`src/osd_defines.vh`:
```
/*
 * shared constants for the on-screen display serial receiver and pin block.
 * assumes it is included by bare name into the modules that use it.
 */
// Contract
// - lock the internal dot timing to the falling edge of the horizontal sync
// - take vertical sync as an active-low pulse on its own input
// - spi variant takes data only while select is low; high ends transfer
// - sample serial data on each rising edge of the serial clock
// - select bit clear: pin high inside windows except over characters
// - select bit set: pin gives a 50/50 clock locked to horizontal sync
// - pwm clock is 32 times line rate at 320 dots, 48 at 480
// - fast blank high over characters and windows, or characters only
// - fast blank is released when nothing is shown and after reset
// - colour outputs active high, released while display is disabled
// - once loaded, the screen refreshes itself; host sends only changes
// - memory writes never collide with the refresh reads
// - character height programmable from 16 to 63 scan lines
// - answer slave address 7a by default, changed only by a build option
// - start plus address byte; on match pull data low in ninth clock
// - each later byte is eight data bits plus one acknowledge bit
// - nothing received is shown until the display enable bit is set
// - bit 7 set means row address; clear means column, bit 6 auto mode
// - auto mode advances row and column after each data byte; code steps the column each byte, the row only on wrap past column 1f
`ifndef OSD_DEFINES_VH
`define OSD_DEFINES_VH

// serial link
`define OSD_SLAVE_ADDR 7'h7a
`define OSD_BYTE_BITS 4'h8
`define OSD_ROW_BIT 7
`define OSD_AUTO_BIT 6
`define OSD_ROW_MSB 3
`define OSD_COL_MSB 4
`define OSD_COL_LAST 5'h1f

// buffering
`define OSD_FIFO_DEPTH 8
`define OSD_FIFO_AW 3

// display timing
`define OSD_DOTS_LO 16'h0140
`define OSD_DOTS_HI 16'h01e0
`define OSD_DOTS_PER_PWM_HALF 3'h4
`define OSD_CHAR_H_MIN 6'h10
`define OSD_CHAR_H_MAX 6'h3f

`endif

```
`src/osd_fifo.v`:
```
/*
 * small synchronous fifo with valid and ready on both sides.
 * assumes one clock and an already synchronised active-low reset.
 */
`timescale 1ns/1ps
module osd_fifo #(
	parameter WIDTH = 9,
	parameter DEPTH = 8,
	parameter AW = 3
) (
	// clock and reset
	input wire clk,
	input wire rst_n,
	// fill side
	input wire in_valid,
	output wire in_ready,
	input wire [WIDTH-1:0] in_data,
	// drain side
	output wire out_valid,
	input wire out_ready,
	output wire [WIDTH-1:0] out_data
);
	reg [WIDTH-1:0] mem [0:DEPTH-1];
	reg [AW-1:0] wr_ptr_reg;
	reg [AW-1:0] rd_ptr_reg;
	reg [AW:0] count_reg;
	wire push;
	wire pop;

	// flags from the fill count
	assign in_ready = (count_reg != DEPTH[AW:0]);
	assign out_valid = (count_reg != {(AW+1){1'b0}});
	assign out_data = mem[rd_ptr_reg];
	assign push = in_valid & in_ready;
	assign pop = out_valid & out_ready;

	// storage
	always @(posedge clk) begin
		if (push) begin
			mem[wr_ptr_reg] <= in_data;
		end
	end

	// pointers and count
	always @(posedge clk or negedge rst_n) begin
		if (!rst_n) begin
			wr_ptr_reg <= {AW{1'b0}};
			rd_ptr_reg <= {AW{1'b0}};
			count_reg <= {(AW+1){1'b0}};
		end else begin
			if (push) begin
				wr_ptr_reg <= (wr_ptr_reg == DEPTH[AW-1:0] - 1'b1) ?
					{AW{1'b0}} : wr_ptr_reg + 1'b1;
			end
			if (pop) begin
				rd_ptr_reg <= (rd_ptr_reg == DEPTH[AW-1:0] - 1'b1) ?
					{AW{1'b0}} : rd_ptr_reg + 1'b1;
			end
			if (push & ~pop) begin
				count_reg <= count_reg + 1'b1;
			end else if (pop & ~push) begin
				count_reg <= count_reg - 1'b1;
			end
		end
	end
endmodule // osd_fifo

```
`src/osd_top.v`:
```
/*
 * serial receiver, memory write port and output pin control of the
 * on-screen display: two-wire slave (or spi variant), byte decoder with
 * auto-increment, sync-locked dot and pwm timing, and the pixel pins.
 * assumes the display engine supplies pixel and window levels on core_clk
 * and the control registers drive the mode bits on core_clk.
 */
`timescale 1ns/1ps
`include "osd_defines.vh"
module osd_top #(
	parameter SPI_VARIANT = 0,
	parameter [6:0] SLAVE_ADDR = `OSD_SLAVE_ADDR,
	parameter FIFO_DEPTH = `OSD_FIFO_DEPTH,
	parameter FIFO_AW = `OSD_FIFO_AW
) (
	// clock and reset
	input wire core_clk,
	input wire nrst,
	// serial pins
	input wire scl_in,
	input wire sda_in,
	output wire sda_out,
	output wire sda_oe,
	input wire ss_in_n,
	// sync pins
	input wire hsync_in_n,
	input wire vsync_in_n,
	// control bits
	input wire display_enable,
	input wire pwm_clock_select,
	input wire blank_chars_only,
	input wire res_480,
	input wire [5:0] char_height,
	// display engine
	input wire refresh_busy,
	input wire char_pixel,
	input wire win_active,
	input wire [2:0] rgb_pixel,
	// memory write port
	output wire mem_wr_en,
	output wire [3:0] mem_wr_row,
	output wire [4:0] mem_wr_col,
	output wire [7:0] mem_wr_data,
	// timing outputs
	output wire dot_tick,
	output wire frame_start,
	output wire [5:0] char_line,
	// pixel pins
	output wire halftone_out,
	output wire fast_blank_out,
	output wire fast_blank_oe,
	output wire [2:0] rgb_out,
	output wire rgb_oe
);
	localparam RX_IDLE = 6'h01;
	localparam RX_ADDR = 6'h02;
	localparam RX_AACK = 6'h04;
	localparam RX_DATA = 6'h08;
	localparam RX_DACK = 6'h10;
	localparam RX_IGN = 6'h20;
	localparam DC_ADDR = 4'h1;
	localparam DC_COL = 4'h2;
	localparam DC_INFO = 4'h4;
	localparam DC_AUTO = 4'h8;

	reg rst_s1_reg;
	reg rst_n_reg;
	reg [1:0] scl_s_reg;
	reg [1:0] sda_s_reg;
	reg [1:0] ss_s_reg;
	reg [1:0] hs_s_reg;
	reg [1:0] vs_s_reg;
	reg scl_d_reg;
	reg sda_d_reg;
	reg hs_d_reg;
	reg vs_d_reg;
	wire scl_rise;
	wire scl_fall;
	wire bus_start;
	wire bus_stop;
	wire hs_fall;
	wire vs_fall;

	// reset release through two flops
	always @(posedge core_clk or negedge nrst) begin
		if (!nrst) begin
			rst_s1_reg <= 1'b0;
			rst_n_reg <= 1'b0;
		end else begin
			rst_s1_reg <= 1'b1;
			rst_n_reg <= rst_s1_reg;
		end
	end

	// pin synchronisers and delayed copies for edge finding
	always @(posedge core_clk or negedge rst_n_reg) begin
		if (!rst_n_reg) begin
			scl_s_reg <= 2'h3;
			sda_s_reg <= 2'h3;
			ss_s_reg <= 2'h3;
			hs_s_reg <= 2'h3;
			vs_s_reg <= 2'h3;
			scl_d_reg <= 1'b1;
			sda_d_reg <= 1'b1;
			hs_d_reg <= 1'b1;
			vs_d_reg <= 1'b1;
		end else begin
			scl_s_reg <= {scl_s_reg[0], scl_in};
			sda_s_reg <= {sda_s_reg[0], sda_in};
			ss_s_reg <= {ss_s_reg[0], ss_in_n};
			hs_s_reg <= {hs_s_reg[0], hsync_in_n};
			vs_s_reg <= {vs_s_reg[0], vsync_in_n};
			scl_d_reg <= scl_s_reg[1];
			sda_d_reg <= sda_s_reg[1];
			hs_d_reg <= hs_s_reg[1];
			vs_d_reg <= vs_s_reg[1];
		end
	end

	// edge and bus condition detection
	assign scl_rise = scl_s_reg[1] & ~scl_d_reg;
	assign scl_fall = ~scl_s_reg[1] & scl_d_reg;
	assign bus_start = scl_s_reg[1] & scl_d_reg & sda_d_reg & ~sda_s_reg[1];
	assign bus_stop = scl_s_reg[1] & scl_d_reg & ~sda_d_reg & sda_s_reg[1];
	assign hs_fall = hs_d_reg & ~hs_s_reg[1];
	assign vs_fall = vs_d_reg & ~vs_s_reg[1];

	reg [5:0] rx_state_reg;
	reg [7:0] shift_reg;
	reg [3:0] bit_cnt_reg;
	reg first_reg;
	reg sda_oe_reg;
	reg push_valid_reg;
	reg [8:0] push_data_reg;
	wire fifo_in_ready;
	wire [7:0] shift_next;

	assign shift_next = {shift_reg[6:0], sda_s_reg[1]};

	// serial receiver: two-wire slave or spi variant
	always @(posedge core_clk or negedge rst_n_reg) begin
		if (!rst_n_reg) begin
			rx_state_reg <= RX_IDLE;
			shift_reg <= 8'h00;
			bit_cnt_reg <= 4'h0;
			first_reg <= 1'b1;
			sda_oe_reg <= 1'b0;
			push_valid_reg <= 1'b0;
			push_data_reg <= 9'h000;
		end else begin
			push_valid_reg <= 1'b0;
			if (SPI_VARIANT != 0) begin
				sda_oe_reg <= 1'b0;
				if (ss_s_reg[1]) begin
					bit_cnt_reg <= 4'h0;
					first_reg <= 1'b1;
				end else if (scl_rise) begin
					shift_reg <= shift_next;
					if (bit_cnt_reg == `OSD_BYTE_BITS - 4'h1) begin
						bit_cnt_reg <= 4'h0;
						first_reg <= 1'b0;
						push_valid_reg <= fifo_in_ready;
						push_data_reg <= {first_reg, shift_next};
					end else begin
						bit_cnt_reg <= bit_cnt_reg + 4'h1;
					end
				end
			end else if (bus_start) begin
				rx_state_reg <= RX_ADDR;
				bit_cnt_reg <= 4'h0;
				first_reg <= 1'b1;
				sda_oe_reg <= 1'b0;
			end else if (bus_stop) begin
				rx_state_reg <= RX_IDLE;
				sda_oe_reg <= 1'b0;
			end else begin
				case (rx_state_reg)
				RX_ADDR, RX_DATA: begin
					if (scl_rise) begin
						shift_reg <= shift_next;
						bit_cnt_reg <= bit_cnt_reg + 4'h1;
					end else if (scl_fall && bit_cnt_reg == `OSD_BYTE_BITS) begin
						if (rx_state_reg == RX_ADDR) begin
							// write address match only
							if (shift_reg[7:1] == SLAVE_ADDR && !shift_reg[0]) begin
								sda_oe_reg <= 1'b1;
								rx_state_reg <= RX_AACK;
							end else begin
								rx_state_reg <= RX_IGN;
							end
						end else begin
							// full fifo answers with no acknowledge
							sda_oe_reg <= fifo_in_ready;
							push_valid_reg <= fifo_in_ready;
							push_data_reg <= {first_reg, shift_reg};
							first_reg <= first_reg & ~fifo_in_ready;
							rx_state_reg <= RX_DACK;
						end
					end
				end
				RX_AACK, RX_DACK: begin
					if (scl_fall) begin
						sda_oe_reg <= 1'b0;
						bit_cnt_reg <= 4'h0;
						rx_state_reg <= RX_DATA;
					end
				end
				RX_IGN: begin
					sda_oe_reg <= 1'b0;
				end
				RX_IDLE: begin
					sda_oe_reg <= 1'b0;
				end
				default: begin
					rx_state_reg <= RX_IDLE;
					sda_oe_reg <= 1'b0;
				end
				endcase
			end
		end
	end

	assign sda_out = 1'b0;
	assign sda_oe = sda_oe_reg;

	wire fifo_out_valid;
	wire fifo_out_ready;
	wire [8:0] fifo_out_data;

	// writes wait while refresh owns the memory
	assign fifo_out_ready = ~refresh_busy;

	osd_fifo #(
		.WIDTH(9),
		.DEPTH(FIFO_DEPTH),
		.AW(FIFO_AW)
	) u_fifo (
		.clk(core_clk),
		.rst_n(rst_n_reg),
		.in_valid(push_valid_reg),
		.in_ready(fifo_in_ready),
		.in_data(push_data_reg),
		.out_valid(fifo_out_valid),
		.out_ready(fifo_out_ready),
		.out_data(fifo_out_data)
	);

	reg [3:0] dc_state_reg;
	reg [3:0] row_reg;
	reg [4:0] col_reg;
	reg wr_en_reg;
	reg [3:0] wr_row_reg;
	reg [4:0] wr_col_reg;
	reg [7:0] wr_data_reg;
	wire [7:0] rx_byte;
	wire [3:0] dc_cur;

	assign rx_byte = fifo_out_data[7:0];
	// a new transfer always begins with an address
	assign dc_cur = fifo_out_data[8] ? DC_ADDR : dc_state_reg;

	// byte decoder and memory write port
	always @(posedge core_clk or negedge rst_n_reg) begin
		if (!rst_n_reg) begin
			dc_state_reg <= DC_ADDR;
			row_reg <= 4'h0;
			col_reg <= 5'h00;
			wr_en_reg <= 1'b0;
			wr_row_reg <= 4'h0;
			wr_col_reg <= 5'h00;
			wr_data_reg <= 8'h00;
		end else begin
			wr_en_reg <= 1'b0;
			if (fifo_out_valid && fifo_out_ready) begin
				case (dc_cur)
				DC_ADDR, DC_COL: begin
					if (rx_byte[`OSD_ROW_BIT]) begin
						row_reg <= rx_byte[`OSD_ROW_MSB:0];
						dc_state_reg <= DC_COL;
					end else begin
						col_reg <= rx_byte[`OSD_COL_MSB:0];
						dc_state_reg <= rx_byte[`OSD_AUTO_BIT] ? DC_AUTO : DC_INFO;
					end
				end
				DC_INFO, DC_AUTO: begin
					wr_en_reg <= 1'b1;
					wr_row_reg <= row_reg;
					wr_col_reg <= col_reg;
					wr_data_reg <= rx_byte;
					if (dc_cur == DC_AUTO) begin
						if (col_reg == `OSD_COL_LAST) begin
							col_reg <= 5'h00;
							row_reg <= row_reg + 4'h1;
						end else begin
							col_reg <= col_reg + 5'h01;
						end
						dc_state_reg <= DC_AUTO;
					end else begin
						dc_state_reg <= DC_ADDR;
					end
				end
				default: begin
					dc_state_reg <= DC_ADDR;
				end
				endcase
			end
		end
	end

	assign mem_wr_en = wr_en_reg;
	assign mem_wr_row = wr_row_reg;
	assign mem_wr_col = wr_col_reg;
	assign mem_wr_data = wr_data_reg;

	reg [15:0] line_cnt_reg;
	reg [15:0] period_reg;
	reg [15:0] acc_reg;
	reg dot_tick_reg;
	reg [2:0] dot_div_reg;
	reg pwm_level_reg;
	wire [15:0] dots_per_line;
	wire [16:0] acc_sum;

	assign dots_per_line = res_480 ? `OSD_DOTS_HI : `OSD_DOTS_LO;
	assign acc_sum = {1'b0, acc_reg} + {1'b0, dots_per_line};

	// dot timing locked to the falling edge of horizontal sync
	always @(posedge core_clk or negedge rst_n_reg) begin
		if (!rst_n_reg) begin
			line_cnt_reg <= 16'h0000;
			period_reg <= 16'h0000;
			acc_reg <= 16'h0000;
			dot_tick_reg <= 1'b0;
			dot_div_reg <= 3'h0;
			pwm_level_reg <= 1'b0;
		end else begin
			dot_tick_reg <= 1'b0;
			if (hs_fall) begin
				period_reg <= line_cnt_reg + 16'h0001;
				line_cnt_reg <= 16'h0000;
				// sync cycle is the first step, so a line ends on its last dot
				acc_reg <= dots_per_line;
				dot_div_reg <= 3'h0;
				pwm_level_reg <= 1'b1;
			end else begin
				if (line_cnt_reg != 16'hffff) begin
					line_cnt_reg <= line_cnt_reg + 16'h0001;
				end
				if (period_reg != 16'h0000) begin
					if (acc_sum >= {1'b0, period_reg}) begin
						acc_reg <= acc_sum[15:0] - period_reg;
						dot_tick_reg <= 1'b1;
						// five dots per half period: 64 or 96 halves a line
						if (dot_div_reg == `OSD_DOTS_PER_PWM_HALF) begin
							dot_div_reg <= 3'h0;
							pwm_level_reg <= ~pwm_level_reg;
						end else begin
							dot_div_reg <= dot_div_reg + 3'h1;
						end
					end else begin
						acc_reg <= acc_sum[15:0];
					end
				end
			end
		end
	end

	assign dot_tick = dot_tick_reg;

	reg [5:0] char_line_reg;
	reg frame_start_reg;
	wire [5:0] height_eff;

	// clamp the programmed height into its legal span
	assign height_eff = (char_height < `OSD_CHAR_H_MIN) ?
		`OSD_CHAR_H_MIN : char_height;

	// scan line within a character row, restarted by vertical sync
	always @(posedge core_clk or negedge rst_n_reg) begin
		if (!rst_n_reg) begin
			char_line_reg <= 6'h00;
			frame_start_reg <= 1'b0;
		end else begin
			frame_start_reg <= vs_fall;
			if (vs_fall) begin
				char_line_reg <= 6'h00;
			end else if (hs_fall) begin
				if (char_line_reg >= height_eff - 6'h01) begin
					char_line_reg <= 6'h00;
				end else begin
					char_line_reg <= char_line_reg + 6'h01;
				end
			end
		end
	end

	assign frame_start = frame_start_reg;
	assign char_line = char_line_reg;

	reg halftone_reg;
	reg fast_blank_oe_reg;
	reg [2:0] rgb_reg;
	reg rgb_oe_reg;

	// output pins, gated by display enable except the halftone pwm clock
	always @(posedge core_clk or negedge rst_n_reg) begin
		if (!rst_n_reg) begin
			halftone_reg <= 1'b0;
			fast_blank_oe_reg <= 1'b0;
			rgb_reg <= 3'h0;
			rgb_oe_reg <= 1'b0;
		end else begin
			if (pwm_clock_select) begin
				halftone_reg <= pwm_level_reg;
			end else begin
				halftone_reg <= display_enable & win_active & ~char_pixel;
			end
			fast_blank_oe_reg <= display_enable &
				(char_pixel | (win_active & ~blank_chars_only));
			rgb_reg <= display_enable ? rgb_pixel : 3'h0;
			rgb_oe_reg <= display_enable;
		end
	end

	assign halftone_out = halftone_reg;
	assign fast_blank_out = fast_blank_oe_reg;
	assign fast_blank_oe = fast_blank_oe_reg;
	assign rgb_out = rgb_reg;
	assign rgb_oe = rgb_oe_reg;
endmodule // osd_top

```
`config.mk`:
```
export PLATFORM = sky130hd
export DESIGN_NAME = osd_top
export DESIGN_NICKNAME = d
export VERILOG_FILES = /design/src/osd_fifo.v /design/src/osd_top.v
export VERILOG_INCLUDE_DIRS = /design/src
export SDC_FILE = /design/constraint.sdc
export NUM_CORES = 1
export LEC_CHECK = 0
export ABC_AREA = 1
export BUFFER_PORTS_ARGS = -buffer_cell sky130_fd_sc_hd__buf_2
export CAP_MARGIN = 20
export CORE_ASPECT_RATIO = 1.1
export CORE_MARGIN = 10
export CORE_UTILIZATION = 40
export DETAILED_ROUTE_END_ITERATION = 6
export HOLD_SLACK_MARGIN = 0.15
export SYNTH_ARGS = -nofsm -noshare
export SYNTH_HDL_FRONTEND = slang
export SYNTH_SLANG_ARGS = --single-unit
```
`constraint.sdc`:
```
create_clock -name core_clk -period 4.7 [get_ports core_clk]
set_input_delay 0.705 -clock core_clk [delete_from_list [all_inputs] [get_ports core_clk]]
set_output_delay 0.705 -clock core_clk [all_outputs]
set_load 0.01 [all_outputs]
```
==> impl_metrics.toml <==
[global_routing]
grtUsageTotal_pct = 13.2
grt_max_degree = 118
grt_first_pass_wirelength_um = 39100
grt.overflow.total = 0
grt_pass1_vias = 8001
antenna_found_initial = 0

[pwr]
power_density_mw_per_mm2 = 614
ir_drop_mv = 0.298
p_leak_nw = 6.26
power_mw = 7.79

[setup_path]
critPathCapture = "acc_reg[10]"
worstPathMaxFanout = 15
end_kind = "register"
r2r_end = "acc_reg[10]"
r2r_slack_ns = 1.18
crit_required_ns = 5.10
crit_arrival_ns = 3.92
r2r_start = "acc_reg[5]"
setup.worst_path.start = "acc_reg[5]"
worstRegToRegCells = 22
start_kind = "register"
worstSetupPathType = "reg2reg"

[floorplanning]
die_h_um = 195
die_area_mm2 = 0.0350
rows = 64
io_pins = 58
fp.coreArea_mm2 = 0.0276
initial_core_util_pct = 40.4
die_w_um = 179

[cts]
post_cts_buffers = 0
cts.clk_slew.worst_paths_ns = 0.05
cts_tree = "yes"
clock_latency_ns = 0.53
htree_levels = 1
cts-root-buf = "clkbuf_16"
cts.sinks = 223
cts_inserted_buffers = 25
cts.path.max_buffers = 3

[sta]
setup_tns_ns = 0
period_share_pct = 74.9
setup-violations-final = 0
tightest_slew_ns = 0.922
hold_viol = 0
min_period_ns = 3.52
fin_ws_ns = 1.18
fin_skew_ns = 0.0115
grt_setup_unrepaired = "false"
slew_headroom_pct = 38.3
drv_slew = 0
fmax_mhz = 284

[logic_synthesis]
synthCells = 1246
synthTopCellsByCount = "337 x nand2_1, 143 x inv_1, 136 x dfrtp_1"
synth_top_area_share_pct = 30.5
synth_nets = 1313
synth_top_area_cell = "dfrtp_1"
post_synth_num_cell_types = 56
ys_seq_elements = 223
yosysMostFrequentCell = "nand2_1"
synthFlopType = "dfrtp_1"
yosys_warnings = 0
async_reset_ff_share_pct = 67.7
synth_edf_count = 72
yosys-top-cells-area = "dfrtp_1 30%, edfxtp_1 19%, nand2_1 11%"
synth.cell_area_mm2 = 0.0112
syn_avg_cell_area_um2 = 8.96
yosysSeqAreaShare_pct = 53.4

[detailed_routing]
vias_per_cell = 4.81
avgRoutedWirePerCell_um = 13.7
dr_wl_met3_um = 1020
finalWirelength_um = 23100
drtIter0Drc = 542
vias = 8137
dr.pass1.iters = 5
wl_met2_um = 11100
ant_nets = 0
drc = 0
highest_layer = "met4"
detail_route.wirelength.met1_um = 10700

[placed_design]
place_congestion = 0.875
post-place-ws_ns = 0.644
dpl_cell_area_mm2 = 0.0118
port_buffers = 55
placedCellCount = 1643
dpl.hpwl_um = 16300

[job]
drv_cap = 0

[layout]
drive_above_1_share_pct = 11.8
largest_register_ff_count = 72
final_area_mm2 = 0.0127
diodes = 0
area_delta_synth_final_pct = 13.8
regMostFlops = "u_fifo.mem"
finalNonFillerCells = 1690
finish.net_count = 1375

[min_path]
hold_path.class = "reg2async"

[status]
run_status = "finished clean"
[routing by layer]
layer / up-vias / GRT usage, %
met4: 0 / 2.95
met1: 3777 / 17.8
li1: 4209 / -
met2: 127 / 21.7
met5: - / 0
met3: 24 / 2.22
[layout by cell type (no fill, tap or decap), types with 5 or more instances in the layout]
cell,count
dfrtp_1,135
o22ai_1,9
edfxtp_1,72
o2111ai_1,5
nor2_1,118
clkbuf_16,26
o21ai_2,8
a21oi_1,29
nand2_2,5
nand3_1,73
o21ai_1,10
nand2_1,337
nor3_1,5
clkinv_2,5
nand4_1,20
a31oi_1,8
buf_2,55
dfstp_2,15
ha_1,42
xnor2_1,12
xor2_1,29
buf_4,5
o21ai_0,88
inv_1,143
[kinds of logic (layout without fill, tap and decap cells)]
family,count (synthesis),count (layout),share of synthesized area (%)
other cells,2,2,0.0673
buf+inv,175,256,6.46
flops,223,223,53.4
mux,2,2,0.191
compound gates,179,179,9.57
simple gates,580,580,22.0
xor+xnor,41,41,3.22
fa+ha+maj,44,44,5.07
[worst min path at each step]
stage / start / to / slack, ns
floorplan: rst_s1_reg / rst_n_reg / 0.33
global placement: rst_n_reg / bit_cnt_reg[2] / 0.30
detailed placement: rst_n_reg / bit_cnt_reg[2] / 0.30
CTS: sda_in / sda_s_reg[0] / 0.25
global route: hsync_in_n / hs_s_reg[0] / 0.25
finish: rst_n_reg / bit_cnt_reg[3] / 0.28
[area by class of cell]
cell class              count  area (um2)
repair buffers             62         343
inverters                 148         558
well taps                 363         454
clock inverters            14         190
clock buffers              32         713
multi-input cells         848        4480
flip-flops and latches    223        5960
fillers                  2662       14900
[critical path: stages (launching register included)]
cell and delay [ns]:
dfrtp_1 0.37, ha_1 0.21, inv_1 0.06, ha_1 0.17
nor2_1 0.06, nor3_1 0.30, nor2_1 0.16, nand3_1 0.12
xor2_1 0.19, inv_1 0.07, ha_1 0.34, nand2_1 0.11
inv_1 0.06, nand2_1 0.05, nor2_1 0.04, nand2_1 0.06
nand3_1 0.13, a21oi_4 0.20, nand2_2 0.24, inv_1 0.26
nand2_1 0.07, nand3_1 0.08, nand2_1 0.07
[timing repair]
item	in CTS	in global routing
hold buffers	1	0
hold endpoints to repair	2	0
gates resized for setup	0	0
[metrics by stage]
stage	util, %	hold WS (ns)
after floorplan	-	0.331
after global placement	42.7	0.295
after detailed placement	42.7	0.296
after CTS	46.0	0.246
after global routing	46.0	0.248
final	46.0	0.276
[power breakdown]
part | leakage [nW] | total, mW | switching (mW) | internal, mW
clock network | 0.449 | 2.08 | 0.780 | 1.30
logic | 3.04 | 3.15 | 2.03 | 1.12
registers | 2.77 | 2.57 | 0.250 | 2.32
Power figures use the tool's default switching activity.
